`config.mk`:
```
export PLATFORM = sky130hd
export DESIGN_NAME = csp_top
export DESIGN_NICKNAME = d
export VERILOG_FILES = /design/src/logic/csp_pkg.sv /design/src/logic/csp_top.sv
export SDC_FILE = /design/constraint.sdc
export NUM_CORES = 1
export LEC_CHECK = 0
export ABC_AREA = 1
export ABC_CLOCK_PERIOD_IN_PS = 5100
export BUFFER_PORTS_ARGS = -buffer_cell sky130_fd_sc_hd__buf_2
export CORE_ASPECT_RATIO = 1.4
export CORE_MARGIN = 8
export CORE_UTILIZATION = 41
export CTS_BUF_LIST = sky130_fd_sc_hd__clkbuf_4 sky130_fd_sc_hd__clkbuf_8
export DETAILED_ROUTE_END_ITERATION = 6
export PLACE_DENSITY = 0.6
export SLEW_MARGIN = 40
export SYNTH_ARGS = -nofsm -noshare
export SYNTH_HDL_FRONTEND = slang
export SYNTH_SLANG_ARGS = --single-unit
```
`constraint.sdc`:
```
create_clock -name core_clk -period 5.1 [get_ports core_clk]
set_input_delay 0.51 -clock core_clk [delete_from_list [all_inputs] [get_ports core_clk]]
set_output_delay 0.51 -clock core_clk [all_outputs]
set_load 0.05 [all_outputs]
```
`src/logic/csp_pkg.sv`:
```
// Constants for the codec serial port and compander block
// Contract
// - Lower control bit 10 is a latch driving the user flag pin.
// - Serial path enable selects serial companding or parallel companding mode.
// - Writing 1 to a flag bit on port 0 clears it; 0 leaves it.
// - Frame counter modulus works the same with external or internal bit clock.
// - The 16-bit lower control register is read and written at port 0.
// - Port1 select bit 0 reaches upper control; 1 reaches data paths.
// - Two receive and two transmit 8-bit data registers sit behind port 1.
// - Transfers are framed by the internal sync or by external sync inputs.
// - An external bit clock times all serial bits and frame sync.
// - An internal bit clock divides the master clock by the prescale field.
// - Prescale decode: 32,28,24,20,16,14,12,10 by field pattern.
// - Internal sync rate comes from counting bit clocks per the divider field.
// - Law select 0 chooses mu-255 law and 1 chooses A-law.
// - Serial encoder compresses linear PCM into the transmit register.
// - Serial decoder expands a received 8-bit code to linear PCM.
// - Parallel encode takes a 14-bit value and returns the code on read.
// - Parallel decode takes an 8-bit code and returns linear on next read.
// - Internal sync rate is bit clock over divider value plus 2.
// - Ext sync select 0 uses internal sync; 1 uses external sync inputs.
// - Sync width select 0 gives one bit clock pulse; 1 gives eight.
// - Compress and expand enables turn conversion of port 1 data on or off.
package csp_pkg;
  localparam int unsigned PORT_LOWER = 0;
  localparam int unsigned PORT_UPPER = 1;
  localparam logic [15:0] LOWER_RST = 16'h0000;
  localparam logic [12:0] UPPER_RST = 13'h0000;
  localparam int unsigned B_FLAG_INT = 0;
  localparam int unsigned B_FLAG_RXS = 1;
  localparam int unsigned B_FLAG_TXS = 2;
  localparam int unsigned B_FLAG_SYN = 3;
  localparam int unsigned B_PORT1_SEL = 8;
  localparam int unsigned B_EXT_SYNC = 9;
  localparam int unsigned B_USER_FLAG = 10;
  localparam int unsigned B_SERIAL_EN = 11;
  localparam int unsigned B_COMPRESS = 12;
  localparam int unsigned B_EXPAND = 13;
  localparam int unsigned B_LAW = 14;
  localparam int unsigned B_CLK_IN = 15;
  localparam int unsigned U_DIV_LO = 0;
  localparam int unsigned U_PRE_LO = 8;
  localparam int unsigned U_WIDTH = 12;
  localparam logic [7:0] SYNC_DIV_OFFSET = 8'h02;
  localparam logic [3:0] WIDE_PULSE_BITS = 4'h8;
  localparam logic [13:0] MU_BIAS = 14'h0021;
endpackage

```
`src/logic/csp_top.sv`:
```
// Codec serial port with frame counter, prescaler and compander
`timescale 1ns/1ps
module csp_top #(
  parameter int unsigned SAMPLE_W = 8
) (
  input wire logic core_clk,
  input wire logic sys_rst,
  input wire logic [2:0] port_addr,
  input wire logic port_wr,
  input wire logic port_rd,
  input wire logic [15:0] port_wdata,
  output logic [15:0] port_rdata,
  input wire logic master_clock_input,
  input wire logic bitclk_in,
  output logic bitclk_out,
  output logic bitclk_oe,
  input wire logic ext_int_n,
  input wire logic ext_rx_sync_n,
  input wire logic ext_tx_sync_n,
  input wire logic [1:0] ser_rx,
  output logic [1:0] ser_tx,
  output logic internal_sync_pulse,
  output logic user_flag_pin
);
  logic [15:0] lower_control_r;
  logic [12:0] upper_control_r;
  logic [15:0] port_rdata_r;
  logic [2:0] mck_s_r, bck_s_r, int_s_r, rxs_s_r, txs_s_r;
  logic [1:0] rx0_s_r, rx1_s_r;
  logic mck_st_r, bck_st_r, int_st_r, rxs_st_r, txs_st_r, rx0_st_r, rx1_st_r;
  logic [4:0] pre_cnt_r;
  logic bitclk_gen_r;
  logic bclk_prev_r;
  logic [7:0] frame_cnt_r;
  logic [3:0] pulse_cnt_r;
  logic sync_r;
  logic [3:0] bit_cnt_r;
  logic active_r;
  logic [SAMPLE_W-1:0] tx_data_r [2];
  logic [SAMPLE_W-1:0] rx_data_r [2];
  logic [SAMPLE_W-1:0] tx_sh_r [2];
  logic [SAMPLE_W-1:0] rx_sh_r [2];
  logic [15:0] par_result_r;
  logic ch_sel_r;
  logic mck_rise, bclk, bclk_rise, bclk_fall, frame_start, int_fire, rxs_fire, txs_fire;
  logic wr0, wr1, rd1, data_path;
  logic [5:0] pre_ratio;

  // Prescale divide ratio
  function automatic logic [5:0] pre_decode(input logic [3:0] f);
    casez (f)
      4'b0000: pre_decode = 6'h20;
      4'b0001: pre_decode = 6'h1C;
      4'b001?: pre_decode = 6'h18;
      4'b01??: pre_decode = 6'h14;
      4'b1000: pre_decode = 6'h10;
      4'b1001: pre_decode = 6'h0E;
      4'b101?: pre_decode = 6'h0C;
      default: pre_decode = 6'h0A;
    endcase
  endfunction

  // Linear sign-magnitude to 8-bit log code; A-law mag uses 12 bits
  function automatic logic [7:0] encode(input logic [13:0] lin, input logic alaw);
    logic [12:0] mag;
    logic [2:0] seg;
    logic [3:0] mant;
    mag = lin[12:0];
    seg = 3'h0;
    mant = 4'h0;
    if (alaw) begin
      mag = {1'b0, lin[11:0]};
      seg = 3'h0;
      for (int i = 11; i >= 5; i--) begin
        if (seg == 3'h0 && mag[i]) begin
          seg = 3'(i - 4);
        end
      end
      mant = (seg == 3'h0) ? mag[4:1] : 4'(mag >> seg);
      encode = {lin[13], seg, mant} ^ 8'h55;
    end else begin
      for (int i = 12; i >= 6; i--) begin
        if (seg == 3'h0 && mag[i]) begin
          seg = 3'(i - 5);
        end
      end
      mant = 4'(mag >> ({1'b0, seg} + 4'h1));
      encode = ~{lin[13], seg, mant};
    end
  endfunction

  // 8-bit log code to linear sign-magnitude
  function automatic logic [13:0] decode(input logic [7:0] code, input logic alaw);
    logic [7:0] c;
    logic [12:0] mag;
    c = alaw ? (code ^ 8'h55) : ~code;
    mag = 13'h0000;
    if (alaw) begin
      if (c[6:4] == 3'h0) begin
        mag = {8'h00, c[3:0], 1'b1};
      end else begin
        mag = 13'({1'b1, c[3:0], 1'b1}) << (c[6:4] - 3'h1);
      end
    end else begin
      mag = 13'({1'b1, c[3:0], 1'b1}) << c[6:4];
    end
    decode = {c[7], mag};
  endfunction

  assign wr0 = port_wr && port_addr == 3'(csp_pkg::PORT_LOWER);
  assign wr1 = port_wr && port_addr == 3'(csp_pkg::PORT_UPPER);
  assign rd1 = port_rd && port_addr == 3'(csp_pkg::PORT_UPPER);
  assign data_path = lower_control_r[csp_pkg::B_PORT1_SEL];
  assign pre_ratio = pre_decode(upper_control_r[csp_pkg::U_PRE_LO +: 4]);

  // Pin synchronisers; a change counts when stages two and three agree
  always_ff @(posedge core_clk) begin
    mck_s_r <= {mck_s_r[1:0], master_clock_input};
    bck_s_r <= {bck_s_r[1:0], bitclk_in};
    int_s_r <= {int_s_r[1:0], ext_int_n};
    rxs_s_r <= {rxs_s_r[1:0], ext_rx_sync_n};
    txs_s_r <= {txs_s_r[1:0], ext_tx_sync_n};
    rx0_s_r <= {rx0_s_r[0], ser_rx[0]};
    rx1_s_r <= {rx1_s_r[0], ser_rx[1]};
  end
  logic rx0_t_r, rx1_t_r;
  always_ff @(posedge core_clk) begin
    rx0_t_r <= rx0_s_r[1];
    rx1_t_r <= rx1_s_r[1];
    if (mck_s_r[2] == mck_s_r[1]) mck_st_r <= mck_s_r[2];
    if (bck_s_r[2] == bck_s_r[1]) bck_st_r <= bck_s_r[2];
    if (int_s_r[2] == int_s_r[1]) int_st_r <= int_s_r[2];
    if (rxs_s_r[2] == rxs_s_r[1]) rxs_st_r <= rxs_s_r[2];
    if (txs_s_r[2] == txs_s_r[1]) txs_st_r <= txs_s_r[2];
    if (rx0_t_r == rx0_s_r[1]) rx0_st_r <= rx0_t_r;
    if (rx1_t_r == rx1_s_r[1]) rx1_st_r <= rx1_t_r;
  end
  assign mck_rise = mck_s_r[2] == mck_s_r[1] && mck_s_r[2] && !mck_st_r;
  assign int_fire = int_s_r[2] == int_s_r[1] && !int_s_r[2] && int_st_r;
  assign rxs_fire = rxs_s_r[2] == rxs_s_r[1] && !rxs_s_r[2] && rxs_st_r;
  assign txs_fire = txs_s_r[2] == txs_s_r[1] && !txs_s_r[2] && txs_st_r;

  // Bit clock prescaler from master clock
  always_ff @(posedge core_clk) begin
    if (sys_rst) begin
      pre_cnt_r <= 5'h00;
      bitclk_gen_r <= 1'b0;
    end else if (mck_rise) begin
      if ({1'b0, pre_cnt_r} >= (pre_ratio >> 1) - 6'h01) begin
        pre_cnt_r <= 5'h00;
        bitclk_gen_r <= !bitclk_gen_r;
      end else begin
        pre_cnt_r <= pre_cnt_r + 5'h01;
      end
    end
  end
  assign bclk = lower_control_r[csp_pkg::B_CLK_IN] ? bck_st_r : bitclk_gen_r;
  always_ff @(posedge core_clk) begin
    if (sys_rst) bclk_prev_r <= 1'b0;
    else bclk_prev_r <= bclk;
  end
  assign bclk_rise = bclk && !bclk_prev_r;
  assign bclk_fall = !bclk && bclk_prev_r;

  // Frame counter: period is divider value plus 2 bit clocks
  always_ff @(posedge core_clk) begin
    if (sys_rst) begin
      frame_cnt_r <= 8'h00;
      pulse_cnt_r <= 4'h0;
      sync_r <= 1'b0;
    end else if (bclk_rise) begin
      if (frame_cnt_r >= upper_control_r[csp_pkg::U_DIV_LO +: 8] + 8'h01) begin
        frame_cnt_r <= 8'h00;
        sync_r <= 1'b1;
        pulse_cnt_r <= upper_control_r[csp_pkg::U_WIDTH] ?
                       csp_pkg::WIDE_PULSE_BITS - 4'h1 : 4'h0;
      end else begin
        frame_cnt_r <= frame_cnt_r + 8'h01;
        if (pulse_cnt_r != 4'h0) pulse_cnt_r <= pulse_cnt_r - 4'h1;
        else sync_r <= 1'b0;
      end
    end
  end
  assign frame_start = lower_control_r[csp_pkg::B_EXT_SYNC] ?
                       (txs_fire || rxs_fire) :
                       (bclk_rise && frame_cnt_r >= upper_control_r[7:0] + 8'h01);

  // Control registers; hardware set wins over a clear
  always_ff @(posedge core_clk) begin
    if (sys_rst) begin
      lower_control_r <= csp_pkg::LOWER_RST;
      upper_control_r <= csp_pkg::UPPER_RST;
    end else begin
      if (wr0) begin
        lower_control_r[15:4] <= port_wdata[15:4];
        lower_control_r[3:0] <= lower_control_r[3:0] & ~port_wdata[3:0];
      end
      if (int_fire) lower_control_r[csp_pkg::B_FLAG_INT] <= 1'b1;
      if (rxs_fire) lower_control_r[csp_pkg::B_FLAG_RXS] <= 1'b1;
      if (txs_fire) lower_control_r[csp_pkg::B_FLAG_TXS] <= 1'b1;
      if (bclk_rise && frame_cnt_r >= upper_control_r[7:0] + 8'h01) begin
        lower_control_r[csp_pkg::B_FLAG_SYN] <= 1'b1;
      end
      if (wr1 && !data_path) upper_control_r <= port_wdata[12:0];
    end
  end

  // Serial shifter, eight bits per frame on both channels
  always_ff @(posedge core_clk) begin
    if (sys_rst) begin
      bit_cnt_r <= 4'h0;
      active_r <= 1'b0;
      ser_tx <= 2'b00;
      for (int c = 0; c < 2; c++) begin
        tx_sh_r[c] <= '0;
        rx_sh_r[c] <= '0;
        rx_data_r[c] <= '0;
      end
    end else if (!lower_control_r[csp_pkg::B_SERIAL_EN]) begin
      active_r <= 1'b0;
      ser_tx <= 2'b00;
    end else if (frame_start) begin
      active_r <= 1'b1;
      bit_cnt_r <= 4'h0;
      // MSB leaves with the frame so all eight bits go out before the stop
      ser_tx <= {tx_data_r[1][SAMPLE_W-1], tx_data_r[0][SAMPLE_W-1]};
      tx_sh_r[0] <= tx_data_r[0] << 1;
      tx_sh_r[1] <= tx_data_r[1] << 1;
    end else if (active_r && bclk_rise) begin
      ser_tx <= {tx_sh_r[1][SAMPLE_W-1], tx_sh_r[0][SAMPLE_W-1]};
      tx_sh_r[0] <= tx_sh_r[0] << 1;
      tx_sh_r[1] <= tx_sh_r[1] << 1;
    end else if (active_r && bclk_fall) begin
      rx_sh_r[0] <= {rx_sh_r[0][SAMPLE_W-2:0], rx0_st_r};
      rx_sh_r[1] <= {rx_sh_r[1][SAMPLE_W-2:0], rx1_st_r};
      bit_cnt_r <= bit_cnt_r + 4'h1;
      if (bit_cnt_r == 4'(SAMPLE_W - 1)) begin
        active_r <= 1'b0;
        rx_data_r[0] <= {rx_sh_r[0][SAMPLE_W-2:0], rx0_st_r};
        rx_data_r[1] <= {rx_sh_r[1][SAMPLE_W-2:0], rx1_st_r};
      end
    end
  end

  // Port 1 data writes: transmit or parallel compander input
  always_ff @(posedge core_clk) begin
    if (sys_rst) begin
      tx_data_r[0] <= '0;
      tx_data_r[1] <= '0;
      par_result_r <= 16'h0000;
      ch_sel_r <= 1'b0;
    end else if (wr1 && data_path) begin
      if (lower_control_r[csp_pkg::B_SERIAL_EN]) begin
        tx_data_r[ch_sel_r] <= lower_control_r[csp_pkg::B_COMPRESS] ?
          encode(port_wdata[13:0], lower_control_r[csp_pkg::B_LAW]) : port_wdata[7:0];
        ch_sel_r <= !ch_sel_r;
      end else if (lower_control_r[csp_pkg::B_COMPRESS]) begin
        par_result_r <= {8'h00, encode(port_wdata[13:0], lower_control_r[csp_pkg::B_LAW])};
      end else if (lower_control_r[csp_pkg::B_EXPAND]) begin
        par_result_r <= {2'b00, decode(port_wdata[7:0], lower_control_r[csp_pkg::B_LAW])};
      end else begin
        par_result_r <= port_wdata;
      end
    end else if (rd1 && data_path && lower_control_r[csp_pkg::B_SERIAL_EN]) begin
      ch_sel_r <= !ch_sel_r;
    end
  end

  // Registered read data
  always_ff @(posedge core_clk) begin
    if (sys_rst) begin
      port_rdata_r <= 16'h0000;
    end else if (port_rd && port_addr == 3'(csp_pkg::PORT_LOWER)) begin
      port_rdata_r <= lower_control_r;
    end else if (rd1 && !data_path) begin
      port_rdata_r <= {3'b000, upper_control_r};
    end else if (rd1 && lower_control_r[csp_pkg::B_SERIAL_EN]) begin
      port_rdata_r <= lower_control_r[csp_pkg::B_EXPAND] ?
        {2'b00, decode(rx_data_r[ch_sel_r], lower_control_r[csp_pkg::B_LAW])} :
        {8'h00, rx_data_r[ch_sel_r]};
    end else if (rd1) begin
      port_rdata_r <= par_result_r;
    end
  end

  // Registered pin outputs
  always_ff @(posedge core_clk) begin
    if (sys_rst) begin
      bitclk_out <= 1'b0;
      bitclk_oe <= 1'b0;
      internal_sync_pulse <= 1'b0;
      user_flag_pin <= 1'b0;
    end else begin
      bitclk_out <= bitclk_gen_r;
      bitclk_oe <= !lower_control_r[csp_pkg::B_CLK_IN];
      internal_sync_pulse <= sync_r;
      user_flag_pin <= lower_control_r[csp_pkg::B_USER_FLAG];
    end
  end
  assign port_rdata = port_rdata_r;

  syn_flag_a: assert property (@(posedge core_clk) disable iff (sys_rst)
    (bclk_rise && !lower_control_r[csp_pkg::B_EXT_SYNC] &&
     frame_cnt_r >= upper_control_r[7:0] + 8'h01) |=> lower_control_r[3])
    else $error("sync flag not set at frame end");
  clr_flag_a: assert property (@(posedge core_clk) disable iff (sys_rst)
    (wr0 && port_wdata[0] && !int_fire) |=> !lower_control_r[0])
    else $error("flag not cleared by write of one");
  uflag_pin_a: assert property (@(posedge core_clk) disable iff (sys_rst)
    ##1 user_flag_pin == $past(lower_control_r[csp_pkg::B_USER_FLAG]))
    else $error("user flag pin mismatch");
  upper_hold_a: assert property (@(posedge core_clk) disable iff (sys_rst)
    (wr1 && data_path) |=> $stable(upper_control_r))
    else $error("upper control written in data mode");
  sync_width_a: assert property (@(posedge core_clk) disable iff (sys_rst)
    $rose(sync_r) && !upper_control_r[csp_pkg::U_WIDTH] |-> pulse_cnt_r == 4'h0)
    else $error("narrow pulse width wrong");
  serial_off_a: assert property (@(posedge core_clk) disable iff (sys_rst)
    !lower_control_r[csp_pkg::B_SERIAL_EN] |=> !active_r)
    else $error("shifter active in parallel mode");
  par_enc_a: assert property (@(posedge core_clk) disable iff (sys_rst)
    (wr1 && data_path && !lower_control_r[11] && lower_control_r[12]) |=>
    par_result_r[15:8] == 8'h00)
    else $error("encode result too wide");
  clk_dir_a: assert property (@(posedge core_clk) disable iff (sys_rst)
    lower_control_r[csp_pkg::B_CLK_IN] |=> !bitclk_oe)
    else $error("bit clock driven while input");
endmodule

```
==> run metrics <==
CTS Buffer Depth=2; Final Setup Violations=0; WL/cell=between 15 and 20 um; first-pass GRT wire length=around 45000 um; Net Count, Synth=about 1400; FMAX=277 MHz; top cells by area in the synthesized netlist=dfxtp_1, edfxtp_1, nand2_1; status=completed; Slew Viols, Final=0; Fin. Hold Viols=0; top-area cell type share of the netlist area=between 20% and 30%; Syn. warnings=0; Worst-Margin Slew=approximately 0.75 ns; pre-CTS setup slack=about 1.5 ns; CP Capture Type=register; crit path max fanout=14; Arrival @ worst endpoint=roughly 3.8 ns; WP data required=~5.3 ns; vias in the first global route=between 8000 and 9000; Final Cycle Share=70.8%; cell repeated most along the worst path=nand2_1; Die H=roughly 200 um; Die W=between 100 and 150 um; drt total wl=about 29000 um; clk_lat worst skew=around 0.48 ns; setup TNS=0 ns; final weighted congestion of routability-driven global placement=approximately 0.94; Slew Limit Headroom=50.0%; Pwr per Cell Area=285 nW/um2; Final WS setup=roughly 1.5 ns; core box area=around 24000 um2; clk_skew=between 0.015 and 0.02 ns; Top FF cell, synth=dfxtp_1; CTS tree=done; largest net degree at the start of global routing=64; via count=8898; vias per cell=approximately 5.4; Antenna Violating Nets Remaining=0; Max VDD drop=about 0.17 mV; leakage dissipation=roughly 4.6 nW; number of CTS-inserted buffers=17; port bufs=between 50 and 60; H-Tree Level Count=4; sequential share of the synthesized area=approximately 44%; Synth Instances=around 1300; Syn Area/Cell=between 7 and 8 um2; Die Footprint=around 29000 um2; initial antenna violation count=1; crit start category=register; RSZ-0062 raised after global routing=false; slowest cell on the critical path=dfxtp_1; Diodes inserted=0; Hold Crit Start=ser_rx[0]; max_cap viols=0; setup slack, reg-to-reg=1.49 ns; number of synthesized flops with an enable pin=67; count of hold-fix buffers inserted at cts=0; # nets final=approximately 1400; Tmin final=3.61 ns; GRT overflow=0; Ports=52; Core Util, Final=45.4%; DRT Pass-1 Iters=5; cell type with the highest aggregate area in the netlist=dfxtp_1; fraction of layout instances using a drive strength above 1=about a tenth; GRT Total Usage=about a fifth; Area Growth Syn to Fin=9.70%; CTS root buf=clkbuf_8; FF-to-FF Start=upper_control_r[0]$_SDFFE_PP0P_; Seq cells post-synth=between 150 and 200; Cell Chain, Critical Path=inv_1 > nor3_1 > nand3_1 > nor3_1 > xor2_1 > ha_1 > nand2_1 > nor2_1 > nand4_1 > nand3_1 > nand2_2 > nand2_1 > nand2_1 > inv_1 > nor2_1 > o21ai_0 > buf_4; clock sink count=around 180; Post-synth top cells=nand2_1, inv_1, o21ai_0; cell with the most instances after synthesis=nand2_1; cell area after synthesis=between 9000 and 10000 um2; Synth cell types=47; residual DRC count=0; post-CTS sizing=0; Hold WC Path Type=input port to register; Iteration-0 DRC Markers=~870; largest stage delay on the critical path=0.37 ns; # rows=67; DPL Wire Length=around 21000 um; setup bufs post-CTS=0; clock-pin slew on the worst setup and hold paths=around 0.11 ns; starting density of the core=between 40% and 50%; async set-or-reset flop fraction in the synthesized netlist=0%; Worst Path Class, Setup=register to register; worst setup path startpoint=upper_control_r[0]$_SDFFE_PP0P_
path summary, 6_finish.rpt:
kind / cells past startpoint / end
worst max-delay path: 17 / tx_sh_r[0][7]$_SDFFCE_PP0P_
worst min-delay path: 1 / rx0_s_r[0]$_DFF_P_
worst max register to register: 17 / tx_sh_r[0][7]$_SDFFCE_PP0P_
worst min register to register: 0 / int_s_r[1]$_DFF_P_
area by class of cell:
cell class	count	area (um2)
clock inverter	15	225
timing repair buffer	60	323
inverter	168	633
multi-input combinational	910	4660
sequential	182	4310
fill	2393	13000
tap	310	388
clock buffer	17	234
power breakdown:
group	switching [mW]	internal [mW]	leakage, nW
registers	0.0235	1.55	1.63
logic	0.266	0.0986	2.69
clock network	0.610	0.519	0.231
routing by layer:
metal	up-vias	track usage (%)	routed length, um
met5	-	0	13
met4	2	8.96	1160
met3	73	3.17	1410
met2	282	34.1	14000
met1	4104	23.7	12100
li1	4437	-	-
cells in the final DEF (no fill, tap or decap), types with 3 or more instances in the layout:
master / synthesis / layout
inv_6: 0 / 6
nand3_1: 119 / 119
nor2_1: 106 / 105
nand2_1: 259 / 259
nor2_4: 3 / 3
a221oi_1: 3 / 3
a31oi_1: 5 / 5
and2_1: 3 / 3
inv_1: 154 / 154
a21oi_1: 133 / 132
buf_2: 12 / 51
a211oi_1: 3 / 3
o211ai_1: 8 / 8
xnor2_1: 6 / 6
o21ai_0: 139 / 138
inv_2: 11 / 11
nor3_2: 4 / 5
xor2_1: 17 / 17
ha_1: 33 / 33
o21ai_1: 4 / 5
o22ai_1: 3 / 3
nor2_2: 5 / 6
inv_8: 0 / 3
nand4_1: 10 / 10
dfxtp_1: 115 / 115
edfxtp_1: 67 / 67
bufinv_16: 0 / 3
buf_4: 7 / 9
nand2_2: 6 / 6
clkbuf_8: 0 / 17
nor3_1: 16 / 15
through the flow:
step / instance area, um2 / cells / power, mW / hold WS, ns
6_report: 10800 / 1662 / 3.06 / 0.124
2_1_floorplan: 9820 / 1310 / 1.85 / 0.310
4_1_cts: 10800 / 1662 / 3.08 / 0.0930
3_3_place_gp: 10300 / 1630 / 1.96 / 0.310
5_1_grt: 10800 / 1662 / 3.19 / 0.0944
3_5_place_dp: 10300 / 1630 / 1.96 / 0.312
worst max-delay path: cells and delay by family, from the launching register on:
kind,cells,cell delay [ns]
simple gates,11,1.67
buf+inv,3,0.70
flops,1,0.37
fa+ha+maj,1,0.30
compound gates,1,0.16
xor+xnor,1,0.10
cells by family after synthesis:
logic type                 after synthesis  share of synthesized area (%)
and+or+nand+nor                        537                           23.7
AOI/OAI and AO/OA                      317                           17.4
buffers and inverters                  218                           8.78
DFF                                    182                           43.9
adders and majority gates               33                           4.20
xor gates and xnor gates                23                           2.05
sequential cells by signal, summed over array words and instances, names as in the netlist, 4 cells and up, named ones only:
signal	cells
port_rdata	16
pre_cnt_r	5
tx_data_r	16
lower_control_r	16
par_result_r	16
rx_data_r	16
tx_sh_r	14
rx_sh_r	14
pulse_cnt_r	4
frame_cnt_r	8
upper_control_r	13
bit_cnt_r	4
Power figures use the tool's default switching activity.
